### src/hw/sss_pkg.sv
// package: constants and types of the supply supervisor mode controller
package sss_pkg;
  // clock period and documented times
  localparam int CLK_PERIOD_NS = 10;
  localparam int FAST_SETTLE_US = 2;
  localparam int SLOW_SETTLE_US = 150;
  localparam int FAST_SETTLE_CYCLES = FAST_SETTLE_US * 1000 / CLK_PERIOD_NS;
  localparam int SLOW_SETTLE_CYCLES = SLOW_SETTLE_US * 1000 / CLK_PERIOD_NS;
  // register bus
  localparam int ADDR_W = 8;
  localparam int DATA_W = 32;
  localparam logic [7:0] CORE_CTL_OFS = 8'h00;
  localparam logic [7:0] SUPPLY_CTL_OFS = 8'h04;
  localparam logic [7:0] FLAGS_OFS = 8'h08;
  localparam logic [7:0] IRQ_MASK_OFS = 8'h0c;
  localparam logic [7:0] STATUS_OFS = 8'h10;
  // sticky event flag positions (flags and mask share the layout)
  localparam int FLG_CORE_SETTLED = 0;
  localparam int FLG_SUPPLY_SETTLED = 1;
  localparam int FLG_WAKE_DONE = 2;
  localparam int FLG_W = 3;
  // live status positions
  localparam int STS_CORE_PEND = 0;
  localparam int STS_SUPPLY_PEND = 1;
  localparam int STS_FAST_WAKE = 2;
  localparam int STS_CPU_MASK = 3;
  localparam int STS_W = 4;
  // supervisor control word, one per side
  typedef struct packed {
    logic auto_control;
    logic monitor_full_perf;
    logic monitor_enable;
    logic supervisor_full_perf;
    logic keep_in_sleep;
    logic supervisor_enable;
  } sss_ctl_t;
  localparam int CTL_W = 6;
  localparam logic [5:0] CTL_RESET = 6'h09;
  localparam logic [2:0] MASK_RESET = 3'h0;
  // power modes
  typedef enum logic [2:0] {
    PM_ACTIVE = 3'h0,
    PM_LIGHT = 3'h1,
    PM_SLEEP_TWO = 3'h2,
    PM_SLEEP_THREE = 3'h3,
    PM_SLEEP_FOUR = 3'h4
  } sss_power_mode_t;
  // supervisor or monitor operating state
  typedef enum logic [1:0] {
    SV_OFF = 2'h0,
    SV_NORMAL = 2'h1,
    SV_FULL = 2'h3
  } sss_sv_state_t;
  typedef struct packed {
    sss_sv_state_t core_sup;
    sss_sv_state_t core_mon;
    sss_sv_state_t supply_sup;
    sss_sv_state_t supply_mon;
  } sss_states_t;
  // wake-up sequencer states, gray along awake-asleep-masking
  typedef enum logic [1:0] {
    WK_AWAKE = 2'h0,
    WK_ASLEEP = 2'h1,
    WK_MASKING = 2'h3
  } sss_wake_t;
endpackage

### src/hw/sss_supervisor_ctrl.sv
// module: supply supervisor mode controller with register port
//
// Design decisions made here: the address map and the plain strobed port.
`timescale 1ns/100ps
module sss_supervisor_ctrl #(
  parameter int SLOW_CYCLES = sss_pkg::SLOW_SETTLE_CYCLES,
  parameter int FAST_CYCLES = sss_pkg::FAST_SETTLE_CYCLES,
  parameter int CNT_W = 16
) (
  input wire logic clk,
  input wire logic rst,
  input wire logic [sss_pkg::ADDR_W-1:0] addr,
  input wire logic [sss_pkg::DATA_W-1:0] wdata,
  input wire logic wr,
  input wire logic rd,
  output logic [sss_pkg::DATA_W-1:0] rdata,
  input wire sss_pkg::sss_power_mode_t power_mode,
  input wire logic subsystem_clock_from_oscillator,
  output sss_pkg::sss_states_t sv_states,
  output logic cpu_mask,
  output logic subsystem_clock_hold,
  output logic fast_wakeup,
  output logic irq
);

  // control registers for both sides
  sss_pkg::sss_ctl_t core_side_supervisor_control;
  sss_pkg::sss_ctl_t supply_side_supervisor_control;
  logic [sss_pkg::FLG_W-1:0] flags;
  logic [sss_pkg::FLG_W-1:0] irq_mask;
  logic [1:0] settle_pending;
  logic [1:0] settle_done;
  sss_pkg::sss_wake_t wake_state;
  logic [CNT_W-1:0] mask_cnt;
  logic deep_34;
  logic wake_done;
  logic in_deep;
  logic next_fast;
  logic core_sup_fast;
  logic core_mon_fast;
  logic [sss_pkg::STS_W-1:0] status;
  logic [sss_pkg::FLG_W-1:0] events;
  logic flags_read;
  sss_pkg::sss_states_t next_states;

  localparam logic [CNT_W-1:0] SLOW_CNT = CNT_W'(SLOW_CYCLES);
  localparam logic [CNT_W-1:0] FAST_CNT = CNT_W'(FAST_CYCLES);

  // supervisor state in the given mode
  function automatic sss_pkg::sss_sv_state_t sup_map(
    input sss_pkg::sss_ctl_t c,
    input logic deep
  );
    sss_pkg::sss_sv_state_t act;
    act = c.supervisor_full_perf ? sss_pkg::SV_FULL : sss_pkg::SV_NORMAL;
    if (!c.supervisor_enable) begin
      sup_map = sss_pkg::SV_OFF;
    end else if (!deep) begin
      sup_map = act;
    end else if (!c.keep_in_sleep) begin
      sup_map = sss_pkg::SV_OFF;
    end else if (c.auto_control) begin
      sup_map = c.supervisor_full_perf ? sss_pkg::SV_NORMAL : sss_pkg::SV_OFF;
    end else begin
      sup_map = act;
    end
  endfunction

  // monitor state in the given mode
  function automatic sss_pkg::sss_sv_state_t mon_map(
    input sss_pkg::sss_ctl_t c,
    input logic deep
  );
    sss_pkg::sss_sv_state_t act;
    act = c.monitor_full_perf ? sss_pkg::SV_FULL : sss_pkg::SV_NORMAL;
    if (!c.monitor_enable) begin
      mon_map = sss_pkg::SV_OFF;
    end else if (deep && c.auto_control) begin
      mon_map = c.monitor_full_perf ? sss_pkg::SV_NORMAL : sss_pkg::SV_OFF;
    end else begin
      mon_map = act;
    end
  endfunction

  // deep sleep covers modes two, three and four
  assign in_deep = (power_mode == sss_pkg::PM_SLEEP_TWO) ||
                   (power_mode == sss_pkg::PM_SLEEP_THREE) ||
                   (power_mode == sss_pkg::PM_SLEEP_FOUR);

  // per-mode selection for all four units
  always_comb begin
    next_states.core_sup = sup_map(core_side_supervisor_control, in_deep);
    next_states.core_mon = mon_map(core_side_supervisor_control, in_deep);
    next_states.supply_sup = sup_map(supply_side_supervisor_control, in_deep);
    next_states.supply_mon = mon_map(supply_side_supervisor_control, in_deep);
  end

  // wake speed: slow only when a core unit runs in normal performance
  assign core_sup_fast = !core_side_supervisor_control.supervisor_enable ||
                         core_side_supervisor_control.supervisor_full_perf;
  assign core_mon_fast = !core_side_supervisor_control.monitor_enable ||
                         core_side_supervisor_control.monitor_full_perf;
  assign next_fast = core_sup_fast && core_mon_fast;

  always_ff @(posedge clk) begin
    if (rst) begin
      sv_states <= '{sss_pkg::SV_NORMAL, sss_pkg::SV_NORMAL,
                     sss_pkg::SV_NORMAL, sss_pkg::SV_NORMAL};
    end else begin
      sv_states <= next_states;
    end
  end

  // control register writes
  always_ff @(posedge clk) begin
    if (rst) begin
      core_side_supervisor_control <= sss_pkg::CTL_RESET;
      supply_side_supervisor_control <= sss_pkg::CTL_RESET;
      irq_mask <= sss_pkg::MASK_RESET;
    end else if (wr) begin
      case (addr)
        sss_pkg::CORE_CTL_OFS: begin
          core_side_supervisor_control <= wdata[sss_pkg::CTL_W-1:0];
        end
        sss_pkg::SUPPLY_CTL_OFS: begin
          supply_side_supervisor_control <= wdata[sss_pkg::CTL_W-1:0];
        end
        sss_pkg::IRQ_MASK_OFS: begin
          irq_mask <= wdata[sss_pkg::FLG_W-1:0];
        end
        default: begin
        end
      endcase
    end
  end

  // settle timers, one per side
  for (genvar i = 0; i < 2; i++) begin : g_settle
    logic [CNT_W-1:0] cnt;
    logic hit;
    logic new_fp;
    assign hit = wr && (addr == (i == 0 ? sss_pkg::CORE_CTL_OFS
                                        : sss_pkg::SUPPLY_CTL_OFS));
    // supervisor full performance (bit 2) in the written word picks the short delay
    assign new_fp = wdata[2];
    always_ff @(posedge clk) begin
      if (rst) begin
        cnt <= '0;
        settle_pending[i] <= 1'b0;
        settle_done[i] <= 1'b0;
      end else if (hit) begin
        settle_pending[i] <= 1'b1;
        cnt <= new_fp ? FAST_CNT : SLOW_CNT;
        settle_done[i] <= 1'b0;
      end else if (settle_pending[i]) begin
        cnt <= cnt - CNT_W'(1);
        settle_done[i] <= (cnt == CNT_W'(1));
        settle_pending[i] <= (cnt != CNT_W'(1));
      end else begin
        settle_done[i] <= 1'b0;
      end
    end
  end

  // wake-up sequencer
  always_ff @(posedge clk) begin
    if (rst) begin
      wake_state <= sss_pkg::WK_AWAKE;
      fast_wakeup <= 1'b0;
      deep_34 <= 1'b0;
      mask_cnt <= '0;
      cpu_mask <= 1'b0;
      wake_done <= 1'b0;
    end else begin
      wake_done <= 1'b0;
      case (wake_state)
        sss_pkg::WK_AWAKE: begin
          if (in_deep) begin
            // wake speed latched at sleep entry
            fast_wakeup <= next_fast;
            deep_34 <= (power_mode != sss_pkg::PM_SLEEP_TWO);
            wake_state <= sss_pkg::WK_ASLEEP;
          end
        end
        sss_pkg::WK_ASLEEP: begin
          if (in_deep) begin
            deep_34 <= deep_34 || (power_mode != sss_pkg::PM_SLEEP_TWO);
          end else if (deep_34) begin
            mask_cnt <= fast_wakeup ? FAST_CNT : SLOW_CNT;
            cpu_mask <= 1'b1;
            wake_state <= sss_pkg::WK_MASKING;
          end else begin
            wake_done <= 1'b1;
            wake_state <= sss_pkg::WK_AWAKE;
          end
        end
        sss_pkg::WK_MASKING: begin
          mask_cnt <= mask_cnt - CNT_W'(1);
          if (mask_cnt == CNT_W'(1)) begin
            cpu_mask <= 1'b0;
            wake_done <= 1'b1;
            wake_state <= sss_pkg::WK_AWAKE;
          end
        end
        default: begin
          wake_state <= sss_pkg::WK_AWAKE;
        end
      endcase
    end
  end

  // subsystem clock held only when not from the oscillator
  always_ff @(posedge clk) begin
    if (rst) begin
      subsystem_clock_hold <= 1'b0;
    end else begin
      subsystem_clock_hold <= (wake_state == sss_pkg::WK_MASKING) &&
                              !(mask_cnt == CNT_W'(1)) &&
                              !subsystem_clock_from_oscillator;
    end
  end

  // event vector for the sticky flags
  always_comb begin
    events = '0;
    events[sss_pkg::FLG_CORE_SETTLED] = settle_done[0];
    events[sss_pkg::FLG_SUPPLY_SETTLED] = settle_done[1];
    events[sss_pkg::FLG_WAKE_DONE] = wake_done;
  end

  assign flags_read = rd && (addr == sss_pkg::FLAGS_OFS);

  // sticky flags: a read clears, a new event wins
  always_ff @(posedge clk) begin
    if (rst) begin
      flags <= '0;
    end else begin
      flags <= (flags_read ? '0 : flags) | events;
    end
  end

  // level interrupt from unmasked flags
  always_ff @(posedge clk) begin
    if (rst) begin
      irq <= 1'b0;
    end else begin
      irq <= |(((flags_read ? '0 : flags) | events) & irq_mask);
    end
  end

  // live status word
  always_comb begin
    status = '0;
    status[sss_pkg::STS_CORE_PEND] = settle_pending[0];
    status[sss_pkg::STS_SUPPLY_PEND] = settle_pending[1];
    status[sss_pkg::STS_FAST_WAKE] = fast_wakeup;
    status[sss_pkg::STS_CPU_MASK] = cpu_mask;
  end

  // read data valid only in the cycle after the strobe
  always_ff @(posedge clk) begin
    if (rst) begin
      rdata <= '0;
    end else if (rd) begin
      case (addr)
        sss_pkg::CORE_CTL_OFS: begin
          rdata <= {26'h0, core_side_supervisor_control};
        end
        sss_pkg::SUPPLY_CTL_OFS: begin
          rdata <= {26'h0, supply_side_supervisor_control};
        end
        sss_pkg::FLAGS_OFS: begin
          rdata <= {29'h0, flags};
        end
        sss_pkg::IRQ_MASK_OFS: begin
          rdata <= {29'h0, irq_mask};
        end
        sss_pkg::STATUS_OFS: begin
          rdata <= {28'h0, status};
        end
        default: begin
          rdata <= '0;
        end
      endcase
    end else begin
      rdata <= '0;
    end
  end

endmodule // sss_supervisor_ctrl

### config.mk
export PLATFORM = sky130hd
export DESIGN_NAME = sss_supervisor_ctrl
export DESIGN_NICKNAME = d
export VERILOG_FILES = /design/src/hw/sss_pkg.sv /design/src/hw/sss_supervisor_ctrl.sv
export SDC_FILE = /design/constraint.sdc
export NUM_CORES = 1
export LEC_CHECK = 0
export BUFFER_PORTS_ARGS = -buffer_cell sky130_fd_sc_hd__buf_4
export CORE_MARGIN = 4
export CORE_UTILIZATION = 55
export DETAILED_ROUTE_END_ITERATION = 16
export GPL_TIMING_DRIVEN = 0
export PLACE_DENSITY = 0.86
export SLEW_MARGIN = 5
export SYNTH_ARGS = -nofsm -noshare
export SYNTH_HDL_FRONTEND = slang
export SYNTH_SLANG_ARGS = --single-unit
### constraint.sdc
create_clock -name clk -period 2.3 [get_ports clk]
set_input_delay 0.115 -clock clk [delete_from_list [all_inputs] [get_ports clk]]
set_output_delay 0.115 -clock clk [all_outputs]
set_load 0.01 [all_outputs]
==> results.sh <==
export IMPL_powerDensity_nw_per_um2=558
export IMPL_final_nets=657
export IMPL_power_w=0.00283
export IMPL_avgRoutedWirePerCell_um=14.0
export IMPL_finClkSkew_ns=0.0128
export IMPL_tightest_slew_ns=1.01
export IMPL_hpwl_mm=7.40
export IMPL_ys_warnings_count=0
export IMPL_tns_ns=0
export IMPL_status="finished, final reports clean"
export IMPL_cts_root_buf="clkbuf_8"
export IMPL_yosysTopAreaCell="dfxtp_1"
export IMPL_async_flop_share_pct=0
export IMPL_max_clock_freq_ghz=0.520
export IMPL_grt_max_degree=16
export IMPL_dr_total_vias=3863
export IMPL_syn_to_final_growth_pct=16.6
export IMPL_cts_path_max_buffers=2
export IMPL_postSynthAreaPerCell_sq_um=8.30
export IMPL_synthDominantCellAreaShare_pct=42.4
export IMPL_synth_top_cells_by_area="dfxtp_1 (42%), nand2_1 (5.5%), nor2_1 (5.4%)"
export IMPL_layout_min_cycle_time_ns=1.92
export IMPL_cts_setup_buffers=0
export IMPL_holdCritStartpoint="wdata[1]"
export IMPL_fin_crit_sh_pct=83.5
export IMPL_synth_cells=524
export IMPL_worstHoldPathCells=3
export IMPL_cp_start_kind="flop"
export IMPL_fp_row_count=32
export IMPL_timing_rr_end="settle_pending[0]"
export IMPL_overflow=0
export IMPL_critical_path_class="flop to flop"
export IMPL_r2r_slack_ns=0.38
export IMPL_diodes=0
export IMPL_synth_edf_count=0
export IMPL_endpoint_kind="flop"
export IMPL_synth_main_ff_cell="dfxtp_1"
export IMPL_min_path_type="input port to flop"
export IMPL_setup_worst_path_start="g_settle[0].cnt[8]"
export IMPL_cts_resized=0
export IMPL_die_h_um=96.9
export IMPL_cp_required_ns=2.54
export IMPL_yosysUniqueCellTypes=56
export IMPL_yosysSeqAreaShare_pct=42.4
export IMPL_arrival_ns=2.16
export IMPL_hold_end="core_side_supervisor_control[1]"
export IMPL_synthMostInstantiatedCell="dfxtp_1"
export IMPL_peakVddDrop_mv=0.351
export IMPL_start_util_pct=56.5
export IMPL_layout_drive_gt1_share_pct=16.3
export IMPL_clk_pin_slew_worst_paths_ns=0.09
export IMPL_p_leak_nw=2.05
export IMPL_routed_wl_mm=9.89
export IMPL_dieArea_sq_um=9390
export IMPL_report_final_slew_viol_count=0
export IMPL_gp_congestion=0.911
export IMPL_grt_pass1_vias=3678
export IMPL_htree_levels=3
export IMPL_ant_nets=0
export IMPL_drc=0
export IMPL_rsz0062_at_grt="false"
export IMPL_firstDrtPassIters=5
export IMPL_syn_area_sq_um=4350
export IMPL_cts_buffers=9
export IMPL_synth_seq_cells=92
export IMPL_setup_viol=0
export IMPL_grt_first_pass_wirelength_mm=16.7
export IMPL_crit_fanout=5
export IMPL_dieWidth_um=96.9
export IMPL_initialDrtViolationCount=243
export IMPL_vias_per_cell=5.45
export IMPL_hold_violations=0
export IMPL_cts_tree="done"
export IMPL_relSlewSlack_pct=32.0
export IMPL_insertion_delay_ns=0.36
export IMPL_ctsHoldBuffers=5
export IMPL_r2r_worst_path_cells=5
export IMPL_grtUsageTotal_pct=21.2
export IMPL_core_sq_um=7690
export IMPL_numClockSinks=92
export IMPL_ios=92
export IMPL_port_buffers=38
export IMPL_fillers=641
export IMPL_antenna_found_initial=0
export IMPL_timing_rr_start="g_settle[0].cnt[8]"
export IMPL_max_cap_violations=0
export IMPL_synth_commonest_cells="dfxtp_1 (92), nand2_1 (64), nor2_1 (63)"
sequential cells by signal, indices dropped and copies added (netlist names):
signal                          cells
sv_states                           8
supply_side_supervisor_control      6
flags                               3
events                              2
mask_cnt                           16
rdata                               6
wake_state                          2
subsystem_clock_hold                1
wake_done                           1
fast_wakeup                         1
irq                                 1
cpu_mask                            1
g_settle.cnt                       32
irq_mask                            3
core_side_supervisor_control        6
settle_pending                      2
deep_34                             1
placed cells by master, fill, tap and decap left out, types with 2 or more instances in the layout:
master,Yosys,routed
o21ai_0,16,16
o41ai_1,2,2
nand3b_1,4,4
xnor2_1,23,23
inv_1,15,15
and2_1,3,3
nor3_2,4,4
mux2_2,2,2
nand2b_1,9,9
nand4_1,7,7
mux2i_1,6,6
and3_1,3,3
a21o_1,4,4
clkbuf_8,0,9
dlygate4sd3_1,0,5
nor4_1,9,9
nor2b_1,3,3
nand2_1,64,64
nor3_1,15,15
clkinv_4,0,2
buf_2,8,8
conb_1,1,26
nand4b_1,2,2
buf_4,26,64
clkbuf_1,12,12
dfxtp_1,92,92
or4_1,3,3
nand3_1,10,10
xor2_1,12,12
nor2_1,63,63
a21oi_1,47,47
clkinv_2,0,3
or3_1,10,10
a211oi_1,8,8
nor4b_1,4,4
ha_1,6,6
a31oi_1,6,6
and4b_1,2,2
o21a_1,2,2
per-layer routing:
metal  track usage, %  routed length [um]
met2             36.0                4860
met3             5.55                 707
met4             8.21                 164
met1             25.6                4160
met5                0                   0
critical path, cell delays in order (launching register included):
cell and delay, ns:
dfxtp_1 0.36, or4_1 0.58, or3_1 0.38, nor3_1 0.29, o21a_1 0.15, nor2_1 0.04
kinds of logic (layout without fill, tap and decap cells):
group                      Yosys count  after routing  synth area share, %
AOI/OAI and AO/OA                   97             97                 13.3
muxes                                8              8                 1.90
other                                1             26               0.0863
DFF                                 92             92                 42.4
xor gates and xnor gates            35             35                 7.05
adders and majority gates            6              6                 1.73
and+or+nand+nor                    223            223                 25.8
buffers and inverters               62            120                 7.83
cell type report:
type | count | area (sq um) | area share (%)
Multi-Input combinational cell | 395 | 2260 | 44.6
Sequential cell | 92 | 1840 | 36.3
Timing Repair Buffer | 43 | 335 | 6.62
Buffer | 47 | 284 | 5.60
Tap cell | 102 | 128 | 2.52
Clock buffer | 9 | 124 | 2.44
Inverter | 15 | 56.3 | 1.11
Clock inverter | 6 | 41.3 | 0.815
through the flow:
step / hold WS [ns] / cell area (sq um) / worst slack [ns] / std cells / util (%)
CTS: 0.00284 / 5070 / 0.367 / 709 / 65.9
detailed placement: 0.281 / 4850 / 0.304 / 689 / 63.1
global route: 0.0214 / 5070 / 0.213 / 709 / 65.9
finish: 0.0206 / 5070 / 0.379 / 709 / 65.9
global placement: 0.277 / 4850 / 0.391 / 689 / 63.1
floorplan: 0.192 / 4440 / 0.570 / 549 / -
worst max path at each step:
stage,endpoint,cells after the start
2_1_floorplan,settle_pending[0],5
3_3_place_gp,g_settle[1].cnt[1],7
3_5_place_dp,g_settle[1].cnt[1],7
4_1_cts,settle_pending[0],5
5_1_grt,mask_cnt[13],6
6_report,settle_pending[0],5
power breakdown:
part           internal [W]  switching [W]  leakage, nW
combinational      0.000111       0.000145         1.21
clock              0.000389       0.000566       0.0892
sequential          0.00161      0.0000134        0.743
(Power assumes the default switching activity.)
